[src/hw/cmt_defs.svh]
// offsets, field positions, reset values and timing figures of the charger register bank
`ifndef CMT_DEFS_SVH
`define CMT_DEFS_SVH

// ------------------------------------------------------------
// register offsets and reset values
// ------------------------------------------------------------
`define CMT_ADDR_INPUT_CURRENT_LIMIT_UVLO   8'h09
`define CMT_ADDR_MONITOR     8'h0A
`define CMT_ADDR_DPM_TIMER   8'h0B
`define CMT_RST_INPUT_CURRENT_LIMIT_UVLO    8'h02
`define CMT_RST_DPM_TIMER    8'h4A
`define CMT_RST_LIMIT_MA     10'h000
`define CMT_RST_FLOOR_MV     13'h11F8
`define CMT_READ_UNMAPPED    8'h00

// ------------------------------------------------------------
// field positions
// ------------------------------------------------------------
`define CMT_BIT_SOFT_RESET   7
`define CMT_INPUT_CURRENT_LIMIT_MSB         5
`define CMT_INPUT_CURRENT_LIMIT_LSB         3
`define CMT_UVLO_MSB         2
`define CMT_UVLO_LSB         0
`define CMT_BIT_TRIGGER      7
`define CMT_BIT_DPM_DISABLE  7
`define CMT_FLOOR_MSB        6
`define CMT_FLOOR_LSB        4
`define CMT_BIT_HALF_SPEED   3
`define CMT_TMR_MSB          2
`define CMT_TMR_LSB          1

// ------------------------------------------------------------
// field encodings and weights
// ------------------------------------------------------------
`define CMT_UVLO_RSVD_MAX    3'h1
`define CMT_BAND_TOP         2'h3
`define CMT_BAND_BOTTOM      2'h0
`define CMT_STEP_NONE        3'h0
`define CMT_INPUT_CURRENT_LIMIT_W2_MA       10'h0C8
`define CMT_INPUT_CURRENT_LIMIT_W1_MA       10'h064
`define CMT_INPUT_CURRENT_LIMIT_W0_MA       10'h032
`define CMT_FLOOR_BASE_MV    13'h1068
`define CMT_FLOOR_STEP_MV    13'h0064
`define CMT_TMR_30MIN        2'h0
`define CMT_TMR_3H           2'h1
`define CMT_TMR_9H           2'h2
`define CMT_TMR_OFF          2'h3

// ------------------------------------------------------------
// times
// ------------------------------------------------------------
`define CMT_CLK_PERIOD_NS    4
`define CMT_TICK_PERIOD_NS   1000000000
`define CMT_SETTLE_NS        2000
`define CMT_LIMIT_A_MIN      30
`define CMT_LIMIT_B_HOUR     3
`define CMT_LIMIT_C_HOUR     9
`define CMT_SEC_PER_MIN      60
`define CMT_SEC_PER_HOUR     3600

`endif

[src/hw/cmt_pkg.sv]
// types shared by the charger register bank and its safety timer
package cmt_pkg;

  typedef logic [1:0] cmt_band_type;
  typedef logic [2:0] cmt_step_type;

  typedef enum logic [1:0] {
    MON_IDLE,
    MON_SETTLE,
    MON_EVAL
  } cmt_mon_state_type;

  typedef struct packed {
    logic [7:0]        input_current_limit_uvlo;
    logic [7:0]        dpm_timer;
    cmt_band_type      band;
    cmt_step_type      step;
    cmt_mon_state_type mon_state;
    cmt_band_type      band_sel;
    logic [15:0]       settle_cnt;
    cmt_step_type      step_s1;
    cmt_step_type      step_s2;
    cmt_step_type      step_s3;
    cmt_step_type      step_filt;
    logic [7:0]        rdata;
    logic              rvalid;
    logic              done;
    logic [9:0]        input_current_limit_ma;
    logic [12:0]       floor_mv;
  } cmt_core_state_type;

  typedef struct packed {
    logic [31:0] prescale;
    logic        half_phase;
    logic [15:0] secs;
    logic        expired;
  } cmt_timer_state_type;

endpackage

[src/hw/cmt_safety_timer.sv]
// charge safety timer with optional half-rate outside the constant current and voltage phases
`timescale 1ns/10ps
`include "cmt_defs.svh"

module cmt_safety_timer #(
  parameter int unsigned TICK_CYCLES = `CMT_TICK_PERIOD_NS / `CMT_CLK_PERIOD_NS
) (
  input  wire logic       core_clk_i,
  input  wire logic       rst_n_i,
  input  wire logic       charging_active_i,
  input  wire logic       constant_current_phase_i,
  input  wire logic       constant_voltage_phase_i,
  input  wire logic       timer_half_speed_enable_i,
  input  wire logic [1:0] safety_timer_select_i,
  output logic            safety_timer_expired_o
);
  import cmt_pkg::*;

  localparam logic [15:0] LIMIT_A = 16'(`CMT_LIMIT_A_MIN * `CMT_SEC_PER_MIN);
  localparam logic [15:0] LIMIT_B = 16'(`CMT_LIMIT_B_HOUR * `CMT_SEC_PER_HOUR);
  localparam logic [15:0] LIMIT_C = 16'(`CMT_LIMIT_C_HOUR * `CMT_SEC_PER_HOUR);
  localparam logic [31:0] TICK_LAST = 32'(TICK_CYCLES - 1);

  if (TICK_CYCLES < 2) begin : g_bad_tick
    $error("TICK_CYCLES must be at least 2");
  end

  cmt_timer_state_type s_reg;
  cmt_timer_state_type s_next;
  logic                tick;
  logic                slow;
  logic [15:0]         limit;

  // ------------------------------------------------------------
  // one-second tick, rate select and limit decode
  // ------------------------------------------------------------
  always_comb begin
    s_next = s_reg;
    tick   = (s_reg.prescale == TICK_LAST);
    slow   = timer_half_speed_enable_i && !constant_current_phase_i && !constant_voltage_phase_i;
    unique case (safety_timer_select_i)
      `CMT_TMR_30MIN: limit = LIMIT_A;
      `CMT_TMR_3H:    limit = LIMIT_B;
      `CMT_TMR_9H:    limit = LIMIT_C;
      `CMT_TMR_OFF:   limit = 16'hFFFF;
    endcase
    // no charge or timers disabled: hold everything cleared
    if (!charging_active_i || safety_timer_select_i == `CMT_TMR_OFF) begin
      s_next = '0;
    end else begin
      s_next.prescale = tick ? 32'h0000_0000 : s_reg.prescale + 32'h0000_0001;
      // half rate: only every second tick counts, so the limit takes twice as long
      if (tick && !s_reg.expired) begin
        s_next.half_phase = slow ? !s_reg.half_phase : 1'b0;
        if (!slow || s_reg.half_phase) begin
          s_next.secs = s_reg.secs + 16'h0001;
        end
      end
      if (s_reg.secs >= limit) begin
        s_next.expired = 1'b1;
      end
    end
  end

  always_ff @(posedge core_clk_i or negedge rst_n_i) begin
    if (!rst_n_i) begin
      s_reg <= '0;
    end else begin
      s_reg <= s_next;
    end
  end

  assign safety_timer_expired_o = s_reg.expired;
endmodule

[src/hw/cmt_charger_monitor_timer_regs.sv]
// byte register bank: input limit and lockout, battery voltage monitor, input floor and safety timer
// Contract
// - writing one to soft-reset bit restores defaults
// - input limit bits weigh 200, 100, 50 mA
// - writing trigger bit starts a measurement; reads zero
// - coarse band codes 11..00 span 100..60 percent
// - fine step codes report 8,6,4,2,0 percent
// - search from top band down until non-zero step
// - no step found gives result 00 000
// - monitor bits one and zero read zero
// - half-speed bit slows timer outside CC/CV
// - timer select 30 min, 3 h, 9 h, off
// - lowest bit of floor register resets zero
// - defaults apply until host rewrites them
`timescale 1ns/10ps
`include "cmt_defs.svh"

module cmt_charger_monitor_timer_regs #(
  parameter int unsigned TICK_CYCLES   = `CMT_TICK_PERIOD_NS / `CMT_CLK_PERIOD_NS,
  parameter int unsigned SETTLE_CYCLES = (`CMT_SETTLE_NS + `CMT_CLK_PERIOD_NS - 1) / `CMT_CLK_PERIOD_NS
) (
  input  wire logic                 core_clk_i,
  input  wire logic                 rst_n_i,
  input  wire logic                 reg_wr_i,
  input  wire logic                 reg_rd_i,
  input  wire logic [7:0]           reg_addr_i,
  input  wire logic [7:0]           reg_wdata_i,
  output logic      [7:0]           reg_rdata_o,
  output logic                      reg_rvalid_o,
  input  wire cmt_pkg::cmt_step_type monitor_step_i,
  input  wire logic                 low_power_request_i,
  output cmt_pkg::cmt_band_type     monitor_band_select_o,
  output logic                      monitor_busy_o,
  output logic                      monitor_done_o,
  output cmt_pkg::cmt_band_type     monitor_coarse_band_o,
  output cmt_pkg::cmt_step_type     monitor_fine_step_o,
  input  wire logic                 charging_active_i,
  input  wire logic                 constant_current_phase_i,
  input  wire logic                 constant_voltage_phase_i,
  output logic                      safety_timer_expired_o,
  output logic      [2:0]           input_current_limit_o,
  output logic      [9:0]           input_current_limit_ma_o,
  output logic      [2:0]           battery_undervoltage_lockout_o,
  output logic                      input_dpm_disable_o,
  output logic      [2:0]           input_voltage_floor_o,
  output logic      [12:0]          input_voltage_floor_mv_o,
  output logic                      timer_half_speed_enable_o,
  output logic      [1:0]           safety_timer_select_o
);
  import cmt_pkg::*;

  localparam logic [15:0] SETTLE_LAST = 16'(SETTLE_CYCLES - 1);

  // the step input needs three stages plus agreement before a band is judged
  if (SETTLE_CYCLES < 5 || SETTLE_CYCLES > 65536) begin : g_bad_settle
    $error("SETTLE_CYCLES must lie between 5 and 65536");
  end

  // defaults that the bank holds until the host rewrites them
  localparam cmt_core_state_type CORE_RESET = '{
    input_current_limit_uvlo:  `CMT_RST_INPUT_CURRENT_LIMIT_UVLO,
    dpm_timer:  `CMT_RST_DPM_TIMER,
    band:       `CMT_BAND_BOTTOM,
    step:       `CMT_STEP_NONE,
    mon_state:  MON_IDLE,
    band_sel:   `CMT_BAND_BOTTOM,
    settle_cnt: 16'h0000,
    step_s1:    `CMT_STEP_NONE,
    step_s2:    `CMT_STEP_NONE,
    step_s3:    `CMT_STEP_NONE,
    step_filt:  `CMT_STEP_NONE,
    rdata:      8'h00,
    rvalid:     1'b0,
    done:       1'b0,
    input_current_limit_ma:    `CMT_RST_LIMIT_MA, // limit code 000 at reset decodes to no current
    floor_mv:   `CMT_RST_FLOOR_MV
  };

  // ------------------------------------------------------------
  // reset release
  // ------------------------------------------------------------
  logic [1:0] rst_pipe;
  logic       rst_n;

  // assert asynchronously, release two edges later so no flop sees a partial release
  always_ff @(posedge core_clk_i or negedge rst_n_i) begin
    if (!rst_n_i) begin
      rst_pipe <= 2'b00;
    end else begin
      rst_pipe <= {rst_pipe[0], 1'b1};
    end
  end
  assign rst_n = rst_pipe[1];

  // ------------------------------------------------------------
  // state and next state
  // ------------------------------------------------------------
  cmt_core_state_type s_reg;
  cmt_core_state_type s_next;
  logic               wr_input_current_limit;
  logic               wr_mon;
  logic               wr_dpm;
  logic               soft_reset;
  logic               start;

  always_comb begin
    wr_input_current_limit    = reg_wr_i && reg_addr_i == `CMT_ADDR_INPUT_CURRENT_LIMIT_UVLO;
    wr_mon     = reg_wr_i && reg_addr_i == `CMT_ADDR_MONITOR;
    wr_dpm     = reg_wr_i && reg_addr_i == `CMT_ADDR_DPM_TIMER;
    soft_reset = wr_input_current_limit && reg_wdata_i[`CMT_BIT_SOFT_RESET];
    start      = (wr_mon && reg_wdata_i[`CMT_BIT_TRIGGER]) || low_power_request_i;
  end

  always_comb begin
    s_next        = s_reg;
    s_next.rvalid = 1'b0;
    s_next.done   = 1'b0;

    // step comparator is analog and asynchronous: three stages, accept once two and three agree
    s_next.step_s1 = monitor_step_i;
    s_next.step_s2 = s_reg.step_s1;
    s_next.step_s3 = s_reg.step_s2;
    if (s_reg.step_s2 == s_reg.step_s3) begin
      s_next.step_filt = s_reg.step_s3;
    end

    // read answer one edge after the strobe; unmapped offsets answer zero
    if (reg_rd_i) begin
      s_next.rvalid = 1'b1;
      unique case (reg_addr_i)
        `CMT_ADDR_INPUT_CURRENT_LIMIT_UVLO: s_next.rdata = {2'b00, s_reg.input_current_limit_uvlo[5:0]};
        `CMT_ADDR_MONITOR:   s_next.rdata = {1'b0, s_reg.band, s_reg.step, 2'b00};
        `CMT_ADDR_DPM_TIMER: s_next.rdata = s_reg.dpm_timer;
        default:             s_next.rdata = `CMT_READ_UNMAPPED;
      endcase
    end

    // band search; a trigger while busy is dropped rather than restarting the sweep
    unique case (s_reg.mon_state)
      MON_IDLE: begin
        if (start) begin
          s_next.band_sel   = `CMT_BAND_TOP;
          s_next.settle_cnt = 16'h0000;
          s_next.mon_state  = MON_SETTLE;
        end
      end
      MON_SETTLE: begin
        if (s_reg.settle_cnt == SETTLE_LAST) begin
          s_next.mon_state = MON_EVAL;
        end else begin
          s_next.settle_cnt = s_reg.settle_cnt + 16'h0001;
        end
      end
      MON_EVAL: begin
        if (s_reg.step_filt != `CMT_STEP_NONE) begin
          s_next.band      = s_reg.band_sel;
          s_next.step      = s_reg.step_filt;
          s_next.done      = 1'b1;
          s_next.mon_state = MON_IDLE;
        end else if (s_reg.band_sel == `CMT_BAND_BOTTOM) begin
          s_next.band      = `CMT_BAND_BOTTOM;
          s_next.step      = `CMT_STEP_NONE;
          s_next.done      = 1'b1;
          s_next.mon_state = MON_IDLE;
        end else begin
          s_next.band_sel   = s_reg.band_sel - 2'h1;
          s_next.settle_cnt = 16'h0000;
          s_next.mon_state  = MON_SETTLE;
        end
      end
    endcase

    // configuration writes; reserved lockout codes are refused and the old code stays
    if (wr_input_current_limit) begin
      s_next.input_current_limit_uvlo[`CMT_INPUT_CURRENT_LIMIT_MSB:`CMT_INPUT_CURRENT_LIMIT_LSB] = reg_wdata_i[`CMT_INPUT_CURRENT_LIMIT_MSB:`CMT_INPUT_CURRENT_LIMIT_LSB];
      if (reg_wdata_i[`CMT_UVLO_MSB:`CMT_UVLO_LSB] > `CMT_UVLO_RSVD_MAX) begin
        s_next.input_current_limit_uvlo[`CMT_UVLO_MSB:`CMT_UVLO_LSB] = reg_wdata_i[`CMT_UVLO_MSB:`CMT_UVLO_LSB];
      end
    end
    if (wr_dpm) begin
      s_next.dpm_timer = reg_wdata_i;
    end

    // soft reset wins over everything in the same cycle, including a sweep in flight
    if (soft_reset) begin
      s_next.input_current_limit_uvlo = CORE_RESET.input_current_limit_uvlo;
      s_next.dpm_timer = CORE_RESET.dpm_timer;
      s_next.band      = CORE_RESET.band;
      s_next.step      = CORE_RESET.step;
      s_next.band_sel  = CORE_RESET.band_sel;
      s_next.mon_state = MON_IDLE;
      s_next.done      = 1'b0;
    end

    // decoded values are taken from the next fields, so they update on the same edge as them
    s_next.input_current_limit_ma = (s_next.input_current_limit_uvlo[5] ? `CMT_INPUT_CURRENT_LIMIT_W2_MA : 10'h000)
                   + (s_next.input_current_limit_uvlo[4] ? `CMT_INPUT_CURRENT_LIMIT_W1_MA : 10'h000)
                   + (s_next.input_current_limit_uvlo[3] ? `CMT_INPUT_CURRENT_LIMIT_W0_MA : 10'h000);
    s_next.floor_mv = `CMT_FLOOR_BASE_MV
                    + 13'(s_next.dpm_timer[`CMT_FLOOR_MSB:`CMT_FLOOR_LSB]) * `CMT_FLOOR_STEP_MV;
  end

  always_ff @(posedge core_clk_i or negedge rst_n) begin
    if (!rst_n) begin
      s_reg <= CORE_RESET;
    end else begin
      s_reg <= s_next;
    end
  end

  // ------------------------------------------------------------
  // outputs
  // ------------------------------------------------------------
  assign reg_rdata_o                    = s_reg.rdata;
  assign reg_rvalid_o                   = s_reg.rvalid;
  assign monitor_band_select_o          = s_reg.band_sel;
  assign monitor_busy_o                 = s_reg.mon_state != MON_IDLE;
  assign monitor_done_o                 = s_reg.done;
  assign monitor_coarse_band_o          = s_reg.band;
  assign monitor_fine_step_o            = s_reg.step;
  assign input_current_limit_o          = s_reg.input_current_limit_uvlo[`CMT_INPUT_CURRENT_LIMIT_MSB:`CMT_INPUT_CURRENT_LIMIT_LSB];
  assign input_current_limit_ma_o       = s_reg.input_current_limit_ma;
  assign battery_undervoltage_lockout_o = s_reg.input_current_limit_uvlo[`CMT_UVLO_MSB:`CMT_UVLO_LSB];
  assign input_dpm_disable_o            = s_reg.dpm_timer[`CMT_BIT_DPM_DISABLE];
  assign input_voltage_floor_o          = s_reg.dpm_timer[`CMT_FLOOR_MSB:`CMT_FLOOR_LSB];
  assign input_voltage_floor_mv_o       = s_reg.floor_mv;
  assign timer_half_speed_enable_o      = s_reg.dpm_timer[`CMT_BIT_HALF_SPEED];
  assign safety_timer_select_o          = s_reg.dpm_timer[`CMT_TMR_MSB:`CMT_TMR_LSB];

  // ------------------------------------------------------------
  // safety timer
  // ------------------------------------------------------------
  cmt_safety_timer #(
    .TICK_CYCLES (TICK_CYCLES)
  ) u_timer (
    .core_clk_i                (core_clk_i),
    .rst_n_i                   (rst_n),
    .charging_active_i         (charging_active_i),
    .constant_current_phase_i  (constant_current_phase_i),
    .constant_voltage_phase_i  (constant_voltage_phase_i),
    .timer_half_speed_enable_i (timer_half_speed_enable_o),
    .safety_timer_select_i     (safety_timer_select_o),
    .safety_timer_expired_o    (safety_timer_expired_o)
  );
endmodule

[config.mk]
export PLATFORM = sky130hd
export DESIGN_NAME = cmt_charger_monitor_timer_regs
export DESIGN_NICKNAME = d
export VERILOG_FILES = /design/src/hw/cmt_pkg.sv /design/src/hw/cmt_safety_timer.sv /design/src/hw/cmt_charger_monitor_timer_regs.sv
export VERILOG_INCLUDE_DIRS = /design/src /design/src/hw
export SDC_FILE = /design/constraint.sdc
export NUM_CORES = 1
export LEC_CHECK = 0
export BUFFER_PORTS_ARGS = -buffer_cell sky130_fd_sc_hd__buf_2
export CAP_MARGIN = 5
export CELL_PAD_IN_SITES_DETAIL_PLACEMENT = 1
export CELL_PAD_IN_SITES_GLOBAL_PLACEMENT = 2
export CORE_MARGIN = 2
export CORE_UTILIZATION = 41
export CTS_BUF_LIST = sky130_fd_sc_hd__clkbuf_4
export DETAILED_ROUTE_END_ITERATION = 6
export PLACE_DENSITY = 0.94
export SYNTH_ARGS = -nofsm -noshare
export SYNTH_HDL_FRONTEND = slang
export SYNTH_SLANG_ARGS = --single-unit
export TNS_END_PERCENT = 100
[constraint.sdc]
create_clock -name core_clk_i -period 7.66 [get_ports core_clk_i]
set_input_delay 0 -clock core_clk_i [delete_from_list [all_inputs] [get_ports core_clk_i]]
set_output_delay 0 -clock core_clk_i [all_outputs]
set_load 0.1 [all_outputs]
==> results of run 1 <==
[power by group through the flow]
| stage | combinational, uW | sequential [uW] | clock (uW) |
|---|---|---|---|
| after floorplan | 214 | 755 | 0 |
| after global placement | 243 | 757 | 0 |
| after detailed placement | 252 | 759 | 0 |
| after CTS | 264 | 747 | 548 |
| after global routing | 282 | 754 | 580 |
| final | 263 | 747 | 531 |
[logic make-up after synthesis]
| group | count (synthesis) |
|---|---|
| flops | 125 |
| xor+xnor | 37 |
| simple gates | 264 |
| other cells | 2 |
| mux | 20 |
| fa+ha+maj | 31 |
| buf+inv | 103 |
| compound gates | 125 |
[worst paths after layout]
path | slack (ps) | cells past startpoint | endpoint
setup reg to reg | 4510 | 5 | u_timer.s_reg[16]$_DFFE_PN0P_
hold / removal | 30 | 4 | u_timer.s_reg[6]$_DFFE_PN0P_
setup / recovery | 4510 | 5 | u_timer.s_reg[16]$_DFFE_PN0P_
hold reg to reg | 360 | 0 | s_reg[49]$_DFFE_PN0P_
max in group asynchronous | 5940 | 1 | u_timer.s_reg[12]$_DFFE_PN0P_
min in group asynchronous | 300 | 3 | rst_pipe[1]$_DFF_PN0_
[synthesized netlist by cell type, types with 3 or more instances]
cell type / instances
sky130_fd_sc_hd__nor2b_1: 3
sky130_fd_sc_hd__and3_1: 13
sky130_fd_sc_hd__buf_1: 5
sky130_fd_sc_hd__or4bb_1: 3
sky130_fd_sc_hd__nor4b_1: 3
sky130_fd_sc_hd__mux2_2: 4
sky130_fd_sc_hd__nand3_1: 34
sky130_fd_sc_hd__ha_1: 30
sky130_fd_sc_hd__inv_1: 29
sky130_fd_sc_hd__o21ai_0: 11
sky130_fd_sc_hd__a21o_1: 3
sky130_fd_sc_hd__or2_2: 4
sky130_fd_sc_hd__a22oi_1: 5
sky130_fd_sc_hd__a22o_1: 3
sky130_fd_sc_hd__nor2_1: 63
sky130_fd_sc_hd__a32oi_1: 3
sky130_fd_sc_hd__o211ai_1: 5
sky130_fd_sc_hd__o21ai_1: 23
sky130_fd_sc_hd__and4_1: 5
sky130_fd_sc_hd__mux2i_1: 12
sky130_fd_sc_hd__nand4_1: 9
sky130_fd_sc_hd__xor2_1: 19
sky130_fd_sc_hd__or3_1: 20
sky130_fd_sc_hd__nand2b_1: 6
sky130_fd_sc_hd__dfrtp_1: 115
sky130_fd_sc_hd__mux2_1: 4
sky130_fd_sc_hd__nor4_1: 6
sky130_fd_sc_hd__a21oi_1: 45
sky130_fd_sc_hd__or4_1: 20
sky130_fd_sc_hd__clkbuf_1: 17
sky130_fd_sc_hd__dfstp_2: 10
sky130_fd_sc_hd__o31ai_1: 12
sky130_fd_sc_hd__xnor2_1: 18
sky130_fd_sc_hd__nand2_1: 52
sky130_fd_sc_hd__buf_4: 49
sky130_fd_sc_hd__nor3_1: 11
sky130_fd_sc_hd__or2_1: 3
[layer usage]
metal  track usage  vias up
li1              -     2551
met1         0.246     2743
met2         0.333      105
met3        0.0467       27
met4        0.0633        0
met5             0        -
[metrics by stage]
step,std cells,instance area [um^2]
after global placement,936,7040
after detailed placement,936,7040
final,995,7630
after CTS,994,7630
after floorplan,712,6830
after global routing,995,7630
[area by class of cell]
| cell class | count | area, um^2 |
|---|---|---|
| Antenna cell | 1 | 2.50 |
| Sequential cell | 125 | 3140 |
| Timing Repair Buffer | 104 | 658 |
| Fill cell | 1909 | 8780 |
| Inverter | 29 | 109 |
| Clock inverter | 15 | 201 |
| Tap cell | 220 | 275 |
| Clock buffer | 17 | 128 |
| Multi-Input combinational cell | 484 | 3110 |
[worst reg2reg max path, delay by kind of cell, from the launching register on]
| kind | cells | cell delay [ps] |
|---|---|---|
| flip-flops | 1 | 460 |
| AND/OR/NAND/NOR | 4 | 2450 |
| AO/OA/AOI/OAI | 1 | 180 |
==> run summary, run 1 <==
In this run, CTS created clock tree buffers numbering 17. Summed over all nets, the switching power comes to 531 uW. The placement row count is 47. The hold violation total from the final report came to 0. Dividing the detail-routed wire length by the instance count gives 16.7 um. For this design the static power due to leakage is 0.00352 uW.

After clock tree synthesis, the setup repair step added 0 buffers. The core area is 0.0164 mm^2. The via count of the first global-routing pass came to 5690.

The cell repeated most along the worst path is sky130_fd_sc_hd__or4_1. The number of distinct library cells after synthesis is 60. The arrival time reported for the critical path endpoint is 3610 ps. The number of remaining DRC errors came out at 0. STA classifies the critical path endpoint as a flip-flop. The post-synthesis compound-gate area fraction is 0.112. The number of enable-type register cells in the synthesized netlist came out at 0. Traced cell by cell, the critical path runs through or4_1 > or4_1 > or4_1 > or4_1 > a21oi_1. The critical path is of the reg -> reg type. The wire length reported by the detailed router is 16.6 mm. The run finished with clean final reports. The synthesized instance count is 707.

The final critical delay including setup and external delays is 3150 ps. The effective utilization at floorplan came out at 0.415. Leaving out fill and tap cells, the most frequent cells in the layout are sky130_fd_sc_hd__dfrtp_1, sky130_fd_sc_hd__buf_2, sky130_fd_sc_hd__nor2_1, sky130_fd_sc_hd__nand2_1, sky130_fd_sc_hd__a21oi_1. In the global route stage, overall resource usage came out at 0.196. The transition time at the pin with the least slew margin is 1090 ps.

Setup repair after global routing left no endpoint under its margin. The adder-cell share of the synthesized area came out at 0.0580. The overall die area is 0.0177 mm^2.

The slowest stage of the critical path belongs to the cell sky130_fd_sc_hd__or4_1. The fraction of the cycle the final worst path needs is 0.411. The detailed-route vias per instance came out at 5.45. The largest total area in the synthesized netlist belongs to sky130_fd_sc_hd__dfrtp_1. Summing every instance area after synthesis gives 0.00681 mm^2.

The worst register-to-register path begins at u_timer.s_reg[32]$_DFF_PN0_. The number of levels the H-tree was split into is 4. STA classifies the critical path startpoint as a flip-flop. On the critical path the largest part of the delay comes from simple AND/OR/NAND/NOR gates. The share of the synthesized area in the top cell type came out at 0.422. The CTS tree is built. The max-slew violation total from the final report came to 0.

The worst-case hold slack came out at 27.3 ps. For this run the aggregate overflow at the end of global routing stands at 0. The worst relative slew slack is 0.277. The congestion estimate from routability-driven global placement came to 0.790. The wire length of the first global-routing pass is 28.0 mm. Of the post-synthesis cell area, the part taken by muxes is 0.0308. The count of routing violations after the opening detailed-route iteration came out at 281. The initial antenna violation count is 1. The register with the most flip-flops in the layout has 49 of them. Derived from the worst setup path, the maximum achievable clock frequency is 318 MHz. The largest single stage delay on the critical path is 780 ps. Port buffering added 75 buffers.

On the final layout, the worst clock skew is 23.6 ps. The met1 layer wirelength in the final routing came out at 7.29 mm. After synthesis, the share of flip-flops with an asynchronous set or reset is 1.00.

The total power is 1540 uW. The number of clock sinks is 125. The hold-fix buffer count after cts came out at 26. The post-detailed-route count of antenna-violating nets came out at 0. The tree is rooted in a sky130_fd_sc_hd__clkbuf_4. The buffer levels on the longest clock path came out at 2. The area growth from synthesis to layout is 12.0%. The uppermost metal layer occupied by signal nets is met4. The length of the first detailed-routing pass in iterations came out at 4. The worst vdd rail ir drop is 99.5 uV. The fraction of final layout cells with drive strength greater than 1 is 0.171.

The synthesis warning total is 0. The total length of routed met2 wires came out at 8.46 mm. The internal cell power is 1010 uW.

The maximum net fanout on the critical path is 27. Power spread over the standard cell area amounts to 202 mW/mm^2. The die outline height came out at 133 um. The net count of the finished layout is 819. Leaving out fill and tap cells, the most frequent cell in the layout is sky130_fd_sc_hd__dfrtp_1. The HPWL after detailed placement is 11.7 mm. The count of cells resized by post-cts repair is 0. The total of endpoints with negative setup slack in the final report came out at 0. The average cell area after synthesis came out at 9.64 um^2. By area the synthesized netlist is led by sky130_fd_sc_hd__dfrtp_1, sky130_fd_sc_hd__ha_1, sky130_fd_sc_hd__buf_4, sky130_fd_sc_hd__dfstp_2, sky130_fd_sc_hd__nor2_1. The start point of the worst hold path is constant_voltage_phase_i. Counting flops and latches in the post-synthesis netlist gives 125. Summed over all nets, wire length on met3 after detailed routing comes to 557 um. After synthesis, the largest family of logic cells by area is simple AND/OR/NAND/NOR gates.

Of the total power, registers draw 0.485. The number of max-cap violations is 0. The simple logic cell fraction of the synthesized area is 0.204. The number of buffer and inverter instances along the worst setup path came out at 0. At the placement stage, the worst setup path has a slack of 4540 ps.

At the end of the flow the core is filled with cells to 0.465. The total via count in the routed design came out at 5426. The share of the Yosys chip area taken by registers is 0.461. The final-layout setup total negative slack came out at 0 ps. The dominant register cell in the synthesized netlist is sky130_fd_sc_hd__dfrtp_1. The worst hold path belongs to the class in -> reg. Pin placement for this block handled 82 I/O pins. The clock latency on the worst-skew pair came out at 540 ps.

The data required time of the worst path is 8120 ps. The part of the total power dissipated in combinational logic is 0.171. The pin count of the biggest net entering global routing came out at 73. Of the total power, the share spent switching nets is 0.344. The minimum setup slack in the final design came out at 4510 ps. The width of the die came out at 133 um.

Of the total synthesized cell area, the portion taken by XOR and XNOR cells is 0.0476. The clock-pin slew on the worst setup and hold paths came out at 130 ps. Tracing the worst setup path back leads to its startpoint at u_timer.s_reg[32]$_DFF_PN0_.

The part of the total power dissipated in the clock network is 0.344.
(Power assumes the default switching activity.)
==> run 2: changes to the inputs <==
--- a/config.mk
+++ b/config.mk
@@ -11,10 +11,10 @@
 export CELL_PAD_IN_SITES_DETAIL_PLACEMENT = 1
 export CELL_PAD_IN_SITES_GLOBAL_PLACEMENT = 2
 export CORE_MARGIN = 2
-export CORE_UTILIZATION = 41
+export CORE_UTILIZATION = 38
 export CTS_BUF_LIST = sky130_fd_sc_hd__clkbuf_4
 export DETAILED_ROUTE_END_ITERATION = 6
-export PLACE_DENSITY = 0.94
+export PLACE_DENSITY = 0.89
 export SYNTH_ARGS = -nofsm -noshare
 export SYNTH_HDL_FRONTEND = slang
 export SYNTH_SLANG_ARGS = --single-unit
==> constraint.sdc (replaced) <==
create_clock -name core_clk_i -period 3 [get_ports core_clk_i]
set_input_delay 0 -clock core_clk_i [delete_from_list [all_inputs] [get_ports core_clk_i]]
set_output_delay 0 -clock core_clk_i [all_outputs]
set_load 0.1 [all_outputs]
==> run summary, run 2 (same netlist as run 1, synthesis figures left out) <==
The hold violation total from the final report came to 0. The pin count of the biggest net entering global routing is 58. The overall die area came out at 0.0190 mm^2. The transition time at the pin with the least slew margin is 902 ps. In this run the register-to-register setup slack is 100 ps. The worst hold path belongs to the class in -> reg. The final layout contains routed wiring with a total length of 17.6 mm. The worst path in the final design needs a cycle of 2900 ps, including I/O delays and setup.

The worst-case IR drop observed on VDD is 241 uV. The synthesis-to-finish area growth came out at 15.6%. The detailed-route vias per instance came out at 5.32. The cell repeated most along the worst path is sky130_fd_sc_hd__dlygate4sd3_1. The post-detailed-route count of antenna-violating nets is 0. Adding up every negative setup slack in the final design gives 0 ps. The peak per-stage delay on the critical path is 630 ps. The clock latency on the worst-skew pair is 550 ps.

The number of levels the H-tree was split into came out at 4. The worst-case hold slack is 91.2 ps. The area taken by flip-flops and latches came out at 0.00314 mm^2.

The fill cell total of the finished layout is 2003. In this run the most critical hold path is launched from reg_addr_i[3]. The number of gates on the worst path with buffers counted came out at 11. The total via count in the routed design came out at 5406. The half-perimeter wire length of the detailed placement result came out at 12.2 mm.

Grouping stages by cell kind, the critical path spends the most delay in buffers and inverters. The design area came out at 0.00788 mm^2. The signal on the critical path passes through dlygate4sd3_1 > clkbuf_4 > or4bb_1 > dlygate4sd3_1 > nor2_2 > nand2_2 > o21ai_2 > ha_1 > inv_1 > fa_1 > xor2_1. STA puts the critical path data required time at 3430 ps. The clock-pin slew on the worst setup and hold paths came out at 120 ps. In this run the static leakage power is 0.00363 uW. The worst relative slew slack is 0.390.

The die is 138 um tall. Max-cap violations in this run came to 0. The max-slew violation total from the final report is 0.

Setup repair after global routing left no endpoint under its margin. The global router's overall resource usage is 0.189. From left edge to right edge, the die measures 138 um. The global-route congestion overflow total is 0. The cell count of the worst hold path is 5.

The initial antenna violation count is 0. In the final layout, the share of cells above drive strength 1 is 0.190. After detailed routing, the number of remaining DRC violations is 0. The minimum setup slack in the final design is 101 ps. The count of routing violations after the opening detailed-route iteration is 245. The multi-input combinational cell area is 0.00314 mm^2. Leaving out fill and tap cells, the most frequent cells in the layout are sky130_fd_sc_hd__dfrtp_1, sky130_fd_sc_hd__buf_2, sky130_fd_sc_hd__nor2_1, sky130_fd_sc_hd__nand2_1, sky130_fd_sc_hd__a21oi_1. The arrival time reported for the critical path endpoint came out at 3330 ps. The number of buffer and inverter instances along the worst setup path is 4. The startpoint of the worst register-to-register path is u_timer.s_reg[34]$_DFF_PN0_. The number of input and output port buffers inserted is 75. The root buffer cell chosen for the clock tree is sky130_fd_sc_hd__clkbuf_4. The boundary pin count came out at 82.

The run finished with clean final reports. The maximum net fanout on the critical path came out at 12. After detailed placement, the total cell area comes to 0.00712 mm^2. Counting the buffers created by CTS gives 17. In this run the deepest clock path goes through 2 buffers. Across the routed clock network, the largest skew measured is 15.8 ps. The length of the first detailed-routing pass in iterations came out at 4.

The wire length of the first global-routing pass came out at 28.1 mm. The floorplan has 48 rows. The number of cells on the worst reg-to-reg path came out at 6. The average routed wire per standard cell is 17.3 um. The areal power density over the cells is 512 mW/mm^2.

The path with the worst hold slack has its endpoint at reg_rdata_o[6]$_DFFE_PN0P_. The type of element capturing the critical path is a flip-flop. The library cell used most frequently in the layout, excluding fill and tap cells, is sky130_fd_sc_hd__dfrtp_1. The post-route core utilization came out at 0.452. The net count reported at finish came out at 836. The startpoint-to-endpoint class of the critical path is in -> reg. The slowest library cell on the worst path is sky130_fd_sc_hd__dlygate4sd3_1. The endpoint identified for the worst register-to-register timing path is u_timer.s_reg[8]$_DFFE_PN0P_.

STA classifies the critical path startpoint as an input port. The core area came out at 0.0174 mm^2. In the finished design, the share of the clock period the worst path needs comes to 0.966. The number of flip-flops in the largest register came out at 49. Before CTS, the worst setup slack after placement is 192 ps. The effective utilization at floorplan came out at 0.391.

The via count of the first global-routing pass came out at 5602. The peak clock frequency supported by timing came out at 345 MHz. TritonCTS built the clock tree. The total of endpoints with negative setup slack in the final report is 0. The number of clock sinks is 125. The routability congestion estimate from global placement is 0.844.
-- run 2: cell count changes in the layout (fill, tap and decap cells not counted), moves of 2 or more --
cell / delta
sky130_fd_sc_hd__buf_4: +8
sky130_fd_sc_hd__dlygate4sd3_1: +6
sky130_fd_sc_hd__clkbuf_4: +3
sky130_fd_sc_hd__inv_8: -3
sky130_fd_sc_hd__or4_1: -3
sky130_fd_sc_hd__or4_4: +3
sky130_fd_sc_hd__buf_12: +2
sky130_fd_sc_hd__bufinv_16: +2
sky130_fd_sc_hd__inv_6: -2
sky130_fd_sc_hd__nand2_1: -2
sky130_fd_sc_hd__nand2_2: +2
-- run 2: layer usage --
metal,global-route usage,vias to the layer above,routed length (um)
met5,0,-,0
met4,0.0578,0,274
met3,0.0369,26,488
met2,0.320,79,8860
met1,0.246,2714,8000
li1,-,2587,-
-- run 2: how the worst max path moves through the flow --
stage                                      startpoint                                     to  slack, ps
final                                   reg_addr_i[0]  input_current_limit_ma_o[7]$_DFF_PN0_        100
after detailed placement  u_timer.s_reg[34]$_DFF_PN0_           u_timer.s_reg[8]$_DFFE_PN0P_        190
after CTS                               reg_addr_i[0]  input_current_limit_ma_o[7]$_DFF_PN0_          5
after floorplan           u_timer.s_reg[32]$_DFF_PN0_          u_timer.s_reg[13]$_DFFE_PN0P_        390
after global placement    u_timer.s_reg[34]$_DFF_PN0_          u_timer.s_reg[16]$_DFFE_PN0P_        230
after global routing                    reg_addr_i[0]  input_current_limit_ma_o[7]$_DFF_PN0_         30
-- run 2: through the flow --
stage / cells / total power (uW)
2_1_floorplan: 712 / 2470
3_3_place_gp: 949 / 2550
3_5_place_dp: 949 / 2580
4_1_cts: 1014 / 4080
5_1_grt: 1016 / 4240
6_report: 1017 / 4030
-- run 2: final cells by class --
cell class,count,share of cell area
sequential,125,0.399
multi-input combinational,484,0.399
timing repair buffer,121,0.107
tap,225,0.0357
clock inverter,13,0.0270
clock buffer,19,0.0181
inverter,29,0.0138
antenna,1,0.000318
-- run 2: repair_timing --
action	CTS	global route
gates resized for setup	0	12
setup buffers	0	2
endpoints found under the setup margin	0	6
hold buffers	33	0
hold endpoints to repair	50	0
-- run 2: power breakdown --
group	internal [uW]	switching, uW
logic	188	499
registers	1790	109
clock network	771	677
total	2750	1280
-- run 2: tightest hold or removal path: cells and delay by family --
family          cells  cell delay [ps]
simple gates        3              430
buf+inv             1              120
compound gates      1               60
